<file path="src/hdl/flash_iap_pkg.sv">
// Constants, register map and types of the program-memory update controller
`default_nettype none
package flash_iap_pkg;
  // ==========================================================================
  // Timing
  localparam int CLK_PERIOD_NS = 4;
  localparam int UNLOCK_TIME_NS = 4000;
  localparam int PROG_TIME_NS = 8000;
  localparam int READ_TIME_NS = 40;
  localparam int UNLOCK_CYCLES =
    (UNLOCK_TIME_NS + CLK_PERIOD_NS - 1) / CLK_PERIOD_NS;
  localparam int PROG_CYCLES = (PROG_TIME_NS + CLK_PERIOD_NS - 1) / CLK_PERIOD_NS;
  localparam int READ_CYCLES = (READ_TIME_NS + CLK_PERIOD_NS - 1) / CLK_PERIOD_NS;
  localparam int PAGE_WORDS = 32;
  localparam int CNT_W = 12;
  localparam logic [CNT_W-1:0] UNLOCK_LAST = CNT_W'(UNLOCK_CYCLES - 1);
  localparam logic [CNT_W-1:0] PROG_LAST = CNT_W'(PROG_CYCLES - 1);
  localparam logic [CNT_W-1:0] READ_LAST = CNT_W'(READ_CYCLES - 1);
  localparam logic [CNT_W-1:0] CLEAR_LAST = CNT_W'(PAGE_WORDS - 1);
  // ==========================================================================
  // Register byte offsets
  localparam logic [7:0] OFS_DATA0_LOW = 8'h00;
  localparam logic [7:0] OFS_DATA0_HIGH = 8'h04;
  localparam logic [7:0] OFS_DATA3_HIGH = 8'h1c;
  localparam logic [7:0] OFS_PROGRAM_CONTROL = 8'h20;
  localparam logic [7:0] OFS_CHIP_RESET_PATTERN = 8'h24;
  localparam logic [7:0] OFS_BUFFER_CLEAR_CONTROL = 8'h28;
  localparam logic [7:0] OFS_ADDRESS_LOW = 8'h2c;
  localparam logic [7:0] OFS_ADDRESS_HIGH = 8'h30;
  // ==========================================================================
  // Field positions and reset values
  localparam int BIT_ENABLED = 7;
  localparam int MODE_MSB = 6;
  localparam int MODE_LSB = 4;
  localparam int BIT_TRIGGER = 3;
  localparam int BIT_WRITE_INIT = 2;
  localparam int BIT_READ_EN = 1;
  localparam int BIT_READ_INIT = 0;
  localparam int BIT_BUF_CLEAR = 0;
  localparam logic [7:0] BYTE_RESET = 8'h00;
  localparam logic [3:0] ADDR_HIGH_RESET = 4'h0;
  localparam logic [4:0] LAST_WORD = 5'h1f;
  // ==========================================================================
  // Mode codes, unlock pattern, reset key
  localparam logic [2:0] MODE_WRITE = 3'h0;
  localparam logic [2:0] MODE_ERASE = 3'h1;
  localparam logic [2:0] MODE_READ = 3'h3;
  localparam logic [2:0] MODE_UNLOCK = 3'h6;
  localparam logic [7:0] KEY_D1_LOW = 8'h00;
  localparam logic [7:0] KEY_D2_LOW = 8'h0d;
  localparam logic [7:0] KEY_D3_LOW = 8'hc3;
  localparam logic [7:0] KEY_D1_HIGH = 8'h04;
  localparam logic [7:0] KEY_D2_HIGH = 8'h09;
  localparam logic [7:0] KEY_D3_HIGH = 8'h40;
  localparam logic [7:0] CHIP_RESET_KEY = 8'h55;
  // ==========================================================================
  // Types
  typedef enum logic [2:0] {OP_IDLE, OP_ERASE, OP_WRITE, OP_READ, OP_CLEAR}
    op_state_t;
endpackage
`default_nettype wire

</file>
<file path="src/hdl/flash_iap_program_controller.sv">
// Program-memory update controller with APB register slave
// ============================================================================
// Summary of operation
// - Low data byte write only stores itself
// - DATA0 high byte write loads word when enabled, bumps address
// - Software cannot set enable; clearing disables
// - Hardware sets enable only on unlock success
// - Mode codes: write, erase, read, unlock
// - Trigger bit starts timer, cleared at expiry
// - Write initiate runs process, self clears
// - Reads need read enable set
// - Read initiate runs read, self clears
// - CPU stalled during running erase, write or read; not during buffer clear
// - Writing 55h resets whole chip
// - Buffer clear bit clears buffer, self clears
// - Upper buffer clear bits read zero
// - Address increment holds at last page word
// - Unlock pattern per register must match
// - Expiry clears trigger; bad pattern stays locked
// - Buffer is one page, cleared after write
`default_nettype none
module flash_iap_program_controller (
  input wire logic pclk,
  input wire logic presetn,
  input wire logic ce,
  input wire logic psel,
  input wire logic penable,
  input wire logic pwrite,
  input wire logic [7:0] paddr,
  input wire logic [31:0] pwdata,
  output logic [31:0] prdata,
  output logic pready,
  output logic pslverr,
  input wire logic [15:0] flash_rdata,
  output logic flash_erase,
  output logic flash_program,
  output logic flash_read,
  output logic [11:0] flash_addr,
  output logic [15:0] flash_wdata,
  output logic cpu_stall,
  output logic chip_reset
);
  // ==========================================================================
  // State
  logic [7:0] data_low_reg [0:3];
  logic [7:0] data_high_reg [0:3];
  logic [15:0] buf_mem [0:flash_iap_pkg::PAGE_WORDS-1];
  logic [flash_iap_pkg::PAGE_WORDS-1:0] tag_reg;
  logic [7:0] address_low_reg;
  logic [3:0] address_high_reg;
  logic enabled_reg, trigger_reg, winit_reg, rden_reg, rinit_reg, bufclr_reg;
  logic [2:0] mode_reg;
  logic [7:0] reset_pattern_reg;
  logic [flash_iap_pkg::CNT_W-1:0] unlock_cnt_reg, op_cnt_reg;
  flash_iap_pkg::op_state_t op_state_reg, op_next;
  logic pready_reg, pslverr_reg, erase_reg, program_reg, read_reg;
  logic stall_reg, chip_reset_reg;
  logic [31:0] prdata_reg;
  logic [11:0] flash_addr_reg;
  logic [15:0] flash_wdata_reg;

  function automatic logic [11:0] next_word_addr(input logic [11:0] a);
    if (a[4:0] == flash_iap_pkg::LAST_WORD)
    begin
      return a;
    end
    return a + 12'h001;
  endfunction

  // ==========================================================================
  // APB decode
  wire logic setup = psel & ~penable;
  wire logic fire = psel & penable & pready_reg & ce;
  wire logic wr = fire & pwrite;
  wire logic aligned = (paddr[1:0] == 2'h0);
  wire logic is_data = aligned & (paddr <= flash_iap_pkg::OFS_DATA3_HIGH);
  wire logic [1:0] data_idx = paddr[4:3];
  wire logic data_hi = paddr[2];
  wire logic is_ctrl = (paddr == flash_iap_pkg::OFS_PROGRAM_CONTROL);
  wire logic is_rst = (paddr == flash_iap_pkg::OFS_CHIP_RESET_PATTERN);
  wire logic is_clr = (paddr == flash_iap_pkg::OFS_BUFFER_CLEAR_CONTROL);
  wire logic is_alo = (paddr == flash_iap_pkg::OFS_ADDRESS_LOW);
  wire logic is_ahi = (paddr == flash_iap_pkg::OFS_ADDRESS_HIGH);
  wire logic mapped = is_data | is_ctrl | is_rst | is_clr | is_alo | is_ahi;
  wire logic ctrl_wr = wr & is_ctrl;
  wire logic d0h_wr = wr & (paddr == flash_iap_pkg::OFS_DATA0_HIGH);
  wire logic idle = (op_state_reg == flash_iap_pkg::OP_IDLE);
  wire logic [7:0] ctrl_value = {enabled_reg, mode_reg, trigger_reg,
                                 winit_reg, rden_reg, rinit_reg};
  wire logic [7:0] data_value = data_hi ? data_high_reg[data_idx]
                                        : data_low_reg[data_idx];
  wire logic [7:0] rd_value =
    is_data ? data_value :
    is_ctrl ? ctrl_value :
    is_rst ? reset_pattern_reg :
    is_clr ? {7'h00, bufclr_reg} :
    is_alo ? address_low_reg :
    is_ahi ? {4'h0, address_high_reg} : 8'h00;
  wire logic [11:0] word_addr = {address_high_reg, address_low_reg};
  wire logic [11:0] inc_addr = next_word_addr(word_addr);

  // ==========================================================================
  // Unlock procedure
  wire logic pattern_ok =
    (data_low_reg[1] == flash_iap_pkg::KEY_D1_LOW) &
    (data_low_reg[2] == flash_iap_pkg::KEY_D2_LOW) &
    (data_low_reg[3] == flash_iap_pkg::KEY_D3_LOW) &
    (data_high_reg[1] == flash_iap_pkg::KEY_D1_HIGH) &
    (data_high_reg[2] == flash_iap_pkg::KEY_D2_HIGH) &
    (data_high_reg[3] == flash_iap_pkg::KEY_D3_HIGH);
  wire logic expire = trigger_reg &
                      (unlock_cnt_reg == flash_iap_pkg::UNLOCK_LAST);
  wire logic unlock_ok = expire & pattern_ok &
                         (mode_reg == flash_iap_pkg::MODE_UNLOCK);
  wire logic trig_start = ctrl_wr & pwdata[flash_iap_pkg::BIT_TRIGGER] &
                          ~trigger_reg;

  // ==========================================================================
  // Operation sequencing
  wire logic prog_mode = (mode_reg == flash_iap_pkg::MODE_WRITE) |
                         (mode_reg == flash_iap_pkg::MODE_ERASE);
  wire logic start_prog = idle & winit_reg & enabled_reg & prog_mode;
  wire logic start_read = idle & ~start_prog & rinit_reg & rden_reg &
                          (mode_reg == flash_iap_pkg::MODE_READ);
  wire logic start_clear = idle & ~start_prog & ~start_read & bufclr_reg;
  wire logic prog_done = ((op_state_reg == flash_iap_pkg::OP_ERASE) |
                          (op_state_reg == flash_iap_pkg::OP_WRITE)) &
                         (op_cnt_reg == flash_iap_pkg::PROG_LAST);
  wire logic read_done = (op_state_reg == flash_iap_pkg::OP_READ) &
                         (op_cnt_reg == flash_iap_pkg::READ_LAST);
  wire logic clear_done = (op_state_reg == flash_iap_pkg::OP_CLEAR) &
                          (op_cnt_reg == flash_iap_pkg::CLEAR_LAST);
  wire logic winit_clr = prog_done | (idle & winit_reg & ~start_prog);
  wire logic rinit_clr = read_done |
                         (idle & rinit_reg & ~start_prog & ~start_read);
  wire logic buf_wipe = clear_done |
                        ((op_state_reg == flash_iap_pkg::OP_WRITE) &
                         prog_done);
  wire logic buf_load = d0h_wr & enabled_reg & idle;
  wire logic [4:0] step = op_cnt_reg[4:0];
  wire logic step_in_page = (op_cnt_reg < flash_iap_pkg::CLEAR_LAST + 1'b1);
  wire logic prog_pulse = (op_state_reg == flash_iap_pkg::OP_WRITE) &
                          step_in_page & tag_reg[step];
  wire logic erase_pulse = (op_state_reg == flash_iap_pkg::OP_ERASE) &
                           (op_cnt_reg == '0);
  wire logic read_pulse = (op_state_reg == flash_iap_pkg::OP_READ) &
                          (op_cnt_reg == '0);

  // Software may only clear the enable bit; the unlock set wins
  wire logic enabled_next = unlock_ok ? 1'b1 :
    (ctrl_wr & ~pwdata[flash_iap_pkg::BIT_ENABLED]) ? 1'b0 :
    enabled_reg;
  wire logic trigger_next = ctrl_wr ? pwdata[flash_iap_pkg::BIT_TRIGGER] :
                            expire ? 1'b0 : trigger_reg;
  wire logic winit_next = ctrl_wr ? pwdata[flash_iap_pkg::BIT_WRITE_INIT] :
                          winit_clr ? 1'b0 : winit_reg;
  wire logic rinit_next = ctrl_wr ? pwdata[flash_iap_pkg::BIT_READ_INIT] :
                          rinit_clr ? 1'b0 : rinit_reg;
  wire logic bufclr_next =
    (wr & is_clr) ? pwdata[flash_iap_pkg::BIT_BUF_CLEAR] :
    clear_done ? 1'b0 : bufclr_reg;
  wire logic stall_next = (op_next == flash_iap_pkg::OP_ERASE) |
                          (op_next == flash_iap_pkg::OP_WRITE) |
                          (op_next == flash_iap_pkg::OP_READ);

  always_comb
  begin
    op_next = op_state_reg;
    case (op_state_reg)
      flash_iap_pkg::OP_IDLE:
      begin
        if (start_prog)
        begin
          op_next = (mode_reg == flash_iap_pkg::MODE_ERASE) ?
                    flash_iap_pkg::OP_ERASE : flash_iap_pkg::OP_WRITE;
        end
        else if (start_read)
        begin
          op_next = flash_iap_pkg::OP_READ;
        end
        else if (start_clear)
        begin
          op_next = flash_iap_pkg::OP_CLEAR;
        end
      end
      flash_iap_pkg::OP_ERASE, flash_iap_pkg::OP_WRITE:
      begin
        if (prog_done)
        begin
          op_next = flash_iap_pkg::OP_IDLE;
        end
      end
      flash_iap_pkg::OP_READ:
      begin
        if (read_done)
        begin
          op_next = flash_iap_pkg::OP_IDLE;
        end
      end
      flash_iap_pkg::OP_CLEAR:
      begin
        if (clear_done)
        begin
          op_next = flash_iap_pkg::OP_IDLE;
        end
      end
      default:
      begin
        op_next = flash_iap_pkg::OP_IDLE;
      end
    endcase
  end

  // ==========================================================================
  // APB answer
  always_ff @(posedge pclk or negedge presetn)
  begin
    if (!presetn)
    begin
      pready_reg <= 1'b0;
      pslverr_reg <= 1'b0;
      prdata_reg <= 32'h0000_0000;
    end
    else if (ce)
    begin
      pready_reg <= psel & penable & ~pready_reg;
      pslverr_reg <= psel & penable & ~pready_reg & ~mapped;
      prdata_reg <= (setup | ~pwrite) ? {24'h00_0000, rd_value}
                                      : 32'h0000_0000;
    end
  end

  // ==========================================================================
  // Control, address and reset pattern registers
  always_ff @(posedge pclk or negedge presetn)
  begin
    if (!presetn)
    begin
      enabled_reg <= 1'b0;
      mode_reg <= flash_iap_pkg::MODE_WRITE;
      trigger_reg <= 1'b0;
      winit_reg <= 1'b0;
      rden_reg <= 1'b0;
      rinit_reg <= 1'b0;
      bufclr_reg <= 1'b0;
      reset_pattern_reg <= flash_iap_pkg::BYTE_RESET;
      address_low_reg <= flash_iap_pkg::BYTE_RESET;
      address_high_reg <= flash_iap_pkg::ADDR_HIGH_RESET;
      unlock_cnt_reg <= '0;
      chip_reset_reg <= 1'b0;
    end
    else if (ce)
    begin
      enabled_reg <= enabled_next;
      trigger_reg <= trigger_next;
      winit_reg <= winit_next;
      rinit_reg <= rinit_next;
      bufclr_reg <= bufclr_next;
      if (ctrl_wr)
      begin
        mode_reg <= pwdata[flash_iap_pkg::MODE_MSB:flash_iap_pkg::MODE_LSB];
        rden_reg <= pwdata[flash_iap_pkg::BIT_READ_EN];
      end
      if (wr & is_rst)
      begin
        reset_pattern_reg <= pwdata[7:0];
      end
      chip_reset_reg <= wr & is_rst &
                        (pwdata[7:0] == flash_iap_pkg::CHIP_RESET_KEY);
      unlock_cnt_reg <= (trig_start | ~trigger_reg) ? '0 :
                        unlock_cnt_reg + 1'b1;
      if (buf_load)
      begin
        {address_high_reg, address_low_reg} <= inc_addr;
      end
      else if (wr & is_alo)
      begin
        address_low_reg <= pwdata[7:0];
      end
      else if (wr & is_ahi)
      begin
        address_high_reg <= pwdata[3:0];
      end
    end
  end

  // ==========================================================================
  // Data registers, write buffer and operation sequencer
  always_ff @(posedge pclk or negedge presetn)
  begin
    if (!presetn)
    begin
      for (int i = 0; i < 4; i++)
      begin
        data_low_reg[i] <= flash_iap_pkg::BYTE_RESET;
        data_high_reg[i] <= flash_iap_pkg::BYTE_RESET;
      end
      tag_reg <= '0;
      op_state_reg <= flash_iap_pkg::OP_IDLE;
      op_cnt_reg <= '0;
    end
    else if (ce)
    begin
      if (read_done)
      begin
        {data_high_reg[0], data_low_reg[0]} <= flash_rdata;
      end
      else if (wr & is_data & data_hi)
      begin
        data_high_reg[data_idx] <= pwdata[7:0];
      end
      else if (wr & is_data)
      begin
        data_low_reg[data_idx] <= pwdata[7:0];
      end
      if (buf_wipe)
      begin
        tag_reg <= '0;
      end
      else if (buf_load)
      begin
        tag_reg[address_low_reg[4:0]] <= 1'b1;
      end
      op_state_reg <= op_next;
      op_cnt_reg <= (op_next != op_state_reg) ? '0 : op_cnt_reg + 1'b1;
    end
  end

  always_ff @(posedge pclk)
  begin
    if (ce && buf_load)
    begin
      buf_mem[address_low_reg[4:0]] <= {data_high_reg[0] & 8'h00 |
                                        pwdata[7:0], data_low_reg[0]};
    end
  end

  // ==========================================================================
  // Array strobes and stall
  always_ff @(posedge pclk or negedge presetn)
  begin
    if (!presetn)
    begin
      erase_reg <= 1'b0;
      program_reg <= 1'b0;
      read_reg <= 1'b0;
      flash_addr_reg <= 12'h000;
      flash_wdata_reg <= 16'h0000;
      stall_reg <= 1'b0;
    end
    else if (ce)
    begin
      erase_reg <= erase_pulse;
      program_reg <= prog_pulse;
      read_reg <= read_pulse;
      flash_addr_reg <= prog_pulse ? {word_addr[11:5], step} : word_addr;
      flash_wdata_reg <= prog_pulse ? buf_mem[step] : 16'h0000;
      stall_reg <= stall_next;
    end
  end

  assign prdata = prdata_reg;
  assign pready = pready_reg;
  assign pslverr = pslverr_reg;
  assign flash_erase = erase_reg;
  assign flash_program = program_reg;
  assign flash_read = read_reg;
  assign flash_addr = flash_addr_reg;
  assign flash_wdata = flash_wdata_reg;
  assign cpu_stall = stall_reg;
  assign chip_reset = chip_reset_reg;
endmodule
`default_nettype wire

</file>
<file path="config.mk">
export PLATFORM = sky130hd
export DESIGN_NAME = flash_iap_program_controller
export DESIGN_NICKNAME = d
export VERILOG_FILES = /design/src/hdl/flash_iap_pkg.sv /design/src/hdl/flash_iap_program_controller.sv
export SDC_FILE = /design/constraint.sdc
export NUM_CORES = 1
export LEC_CHECK = 0
export BUFFER_PORTS_ARGS = -buffer_cell sky130_fd_sc_hd__buf_2
export CORE_UTILIZATION = 40
export CTS_CLUSTER_SIZE = 40
export DETAILED_ROUTE_END_ITERATION = 12
export GPL_TIMING_DRIVEN = 0
export PLACE_DENSITY_LB_ADDON = 0.3
export SYNTH_ARGS = -nofsm -noshare
export SYNTH_HDL_FRONTEND = slang
export SYNTH_SLANG_ARGS = --single-unit
</file>
<file path="constraint.sdc">
create_clock -name pclk -period 4 [get_ports pclk]
set_input_delay 0.6 -clock pclk [delete_from_list [all_inputs] [get_ports pclk]]
set_output_delay 0.6 -clock pclk [all_outputs]
set_load 0.03 [all_outputs]
</file>
==> flow_summary_export.csv <==
group,metric,value,unit
routing,routed_wl,84.4,mm
routing,drt_iter0_drc,1912,
power_and_ir_drop,leakage,12.6,nW
sta,max_slew_margin,5.02,%
final_layout,largest_reg_flops,512,
run_status,status,"complete, but fails checks",
run_status,violations,"design-rule violations, negative hold slack",
die,fp.dieW,274,um
sta,grt_setup_unrepaired,"false",
clocking,cts.sinks,707,
sta,min_period,3960,ps
setup_path,r2r_cells,8,
setup_path,path_class,"reg -> reg",
worst_hold_path,hp-class,"in -> async",
global_route,antenna_found_initial,1,
synthesis,seq_area_frac_synth,68.4,%
sta,finalSetupViolCount,0,
job,cap_violations,0,
die,io_pins,129,
clocking,cts_root_buf,"clkbuf_16",
routing,via_count,18200,
routing,drtAntennaViolNets,0,
setup_path,cp_top_family,"buffers and inverters",
final_layout,drive_gt1_share,23.9,%
global_route,grt_pass1_vias,18100,
sta,clock_skew,34.2,ps
sta,holdWs,-12.9,ps
final_layout,areaGrowthSynthToFinish,16.4,%
power_and_ir_drop,vdd_drop_max,0.000363,V
routing,drc,16,
global_route,grt_pass1_wl,123,mm
final_layout,fin_util,47.2,%
clocking,clkLatencyLatePin,640,ps
synthesis,ys.flop_type,"edfxtp_1",
synthesis,ys_types,64,
setup_path,worstPathCellList,"clkbuf_1 -> clkinv_2 -> ha_1 -> or4bb_1 -> nor4_4 -> clkbuf_1 -> nor4_4 -> mux2_2",
routing,wl_per_cell,27.3,um
final_layout,nets,2151,
global_route,grt_max_degree,106,
synthesis,synth_edf_count,512,
clocking,cts_hold_buf,0,
global_route,grt-ovfl-total,0,
placement,dp_hpwl,58.0,mm
setup_path,cp.required,4500,ps
die,dieArea,75200,um^2
sta,hold_viol,9,
clocking,htree_levels,3,
die,core_area,73100,um^2
synthesis,syn_area,29600,um^2
setup_path,slowest_delay,790,ps
sta,final-max-slew-violation-count,0,
placement,place.port_buffers,77,
synthesis,ys_seq_elements,707,
setup_path,r2r_slack,40,ps
clocking,clk_pin_slew_worst_paths,70,ps
power_and_ir_drop,power,19.0,mW
setup_path,worstSetupEndpointType,"register",
setup_path,critPathBufInv,3,
synthesis,synth_area_per_cell,15.9,um^2
clocking,clock_path_buffers,3,
setup_path,start_kind,"register",
global_route,track_usage,22.8,%
die,initial_core_util,40.5,%
setup_path,crit_fanout,17,
setup_path,slowest_stage,"nor4_4",
clocking,cts_made_buffers,71,
clocking,cts_tree,"yes",
die,die_h,274,um
power_and_ir_drop,power_density,550,nW/um^2
routing,dr.pass1.iters,10,
placement,place_congestion,0.904,
sta,clock.fmax,252,MHz
sta,timing.final.crit_share,99.1,%
setup_path,reg2reg_to,"data_low_reg[17]",
synthesis,syn_inst,1865,
synthesis,synth-async-reset-ratio,27.6,%
sta,tightest_slew,1410,ps
die,rows,99,
setup_path,arrival,4470,ps
synthesis,ys.warnings.count,0,
setup_path,r2r-start,"op_cnt_reg[1]",
routing,viasPerCell,5.88,
-- routing by layer --
layer / track usage [%] / part of all wire, %
met1: 30.9 / 41
met2: 36.8 / 48
met4: 8.61 / 3.3
met5: 0 / 0
met3: 3.89 / 7.7
-- area by class of cell --
class,count,area (um^2)
fill,6253,38600
clock buffer,99,1940
clock inverter,29,349
sequential,707,20300
tap,959,1200
timing repair buffer,120,1010
multi-input combinational,1015,8960
buffer,133,642
inverter,32,121
antenna,2,5.00
-- metrics by stage --
step / instance area (um^2) / std cells / hold WS [ps] / TNS, ps / setup slack [ps]
after floorplan: 29700 / 1888 / 304 / -13770 / -173
after global placement: 31300 / 2924 / 472 / -1020660 / -2480
after detailed placement: 32000 / 2964 / 480 / -220550 / -986
after CTS: 34400 / 3091 / 13.4 / 0 / 24.5
after global routing: 34500 / 3094 / 62.7 / 0 / 2.43
final: 34500 / 3096 / -12.9 / 0 / 35.0
-- logic make-up after synthesis --
kind of cell	after synthesis	synth area share, %
AO/OA/AOI/OAI	279	6.81
adder cells (fa/ha/maj)	9	0.380
flip-flops	707	68.4
AND/OR/NAND/NOR	420	7.04
buffers and inverters	166	2.44
other	1	0.0127
XOR/XNOR	13	0.384
multiplexers	270	14.6
-- where the power goes --
group / total [mW] / internal [mW] / switching (mW)
clock network: 6.62 / 3.76 / 2.86
registers: 8.51 / 8.18 / 0.331
logic: 3.82 / 1.43 / 2.39
total: 19.0 / 13.4 / 5.58
-- cells in the final DEF (no fill, tap or decap), drive strengths merged, types with 10 or more instances in the layout --
master  instances
a211oi         12
a21oi          24
a22o           41
a22oi          39
a31o           10
a31oi          16
and3           12
buf           169
clkbuf        178
clkinv         18
conb           24
dfrtp         195
edfxtp        512
inv            35
mux2           78
mux2i          71
mux4          121
nand2         126
nand3          59
nand4          29
nor2           79
nor2b          19
nor3           29
nor4           15
o211ai         21
o21a           34
o21ai          28
o22ai          20
xor2           10
-- Yosys cell counts, types with 4 or more instances --
library cell,n,area share [%]
a211oi_1,12,0.30
a21oi_1,24,0.41
a221oi_1,7,0.21
a22o_1,41,1.2
a22oi_1,39,0.99
a31o_2,10,0.30
a31oi_1,16,0.34
and3_1,12,0.25
buf_1,26,0.33
buf_2,8,0.14
buf_4,24,0.61
clkbuf_1,76,0.96
dfrtp_1,195,16
edfxtp_1,512,52
ha_1,9,0.38
inv_1,31,0.39
mux2_2,78,3.0
mux2i_1,71,2.4
mux4_2,121,9.2
nand2_1,126,1.6
nand2b_1,9,0.19
nand3_1,59,1.0
nand3b_1,6,0.15
nand4_1,29,0.61
nor2_1,79,1.0
nor2b_1,19,0.40
nor3_1,29,0.49
nor4_1,14,0.30
nor4b_1,8,0.24
o2111ai_1,4,0.12
o211ai_1,21,0.53
o21a_1,34,0.86
o21ai_0,26,0.44
o22ai_1,20,0.42
o31ai_1,5,0.13
or2_2,5,0.11
or3_1,6,0.13
xor2_1,10,0.30
-- timing repair --
action,in CTS,in global routing
buffers inserted,0,3
pin swaps,1,2
cloned,0,0
setup endpoints to repair,84,98
resized for setup,11,21
-- worst max path at each step --
stage	from	end	slack, ps	cells past startpoint
floorplan	paddr[1]	buf_mem[11][0]	-170	8
global placement	ce	buf_mem[24][0]	-2480	7
detailed placement	op_cnt_reg[1]	rinit_reg	-990	10
CTS	ce	buf_mem[25][2]	20	8
global route	op_cnt_reg[1]	data_low_reg[17]	2	8
finish	op_cnt_reg[1]	data_low_reg[17]	40	8
No activity file was read; power rests on OpenSTA's default activity.
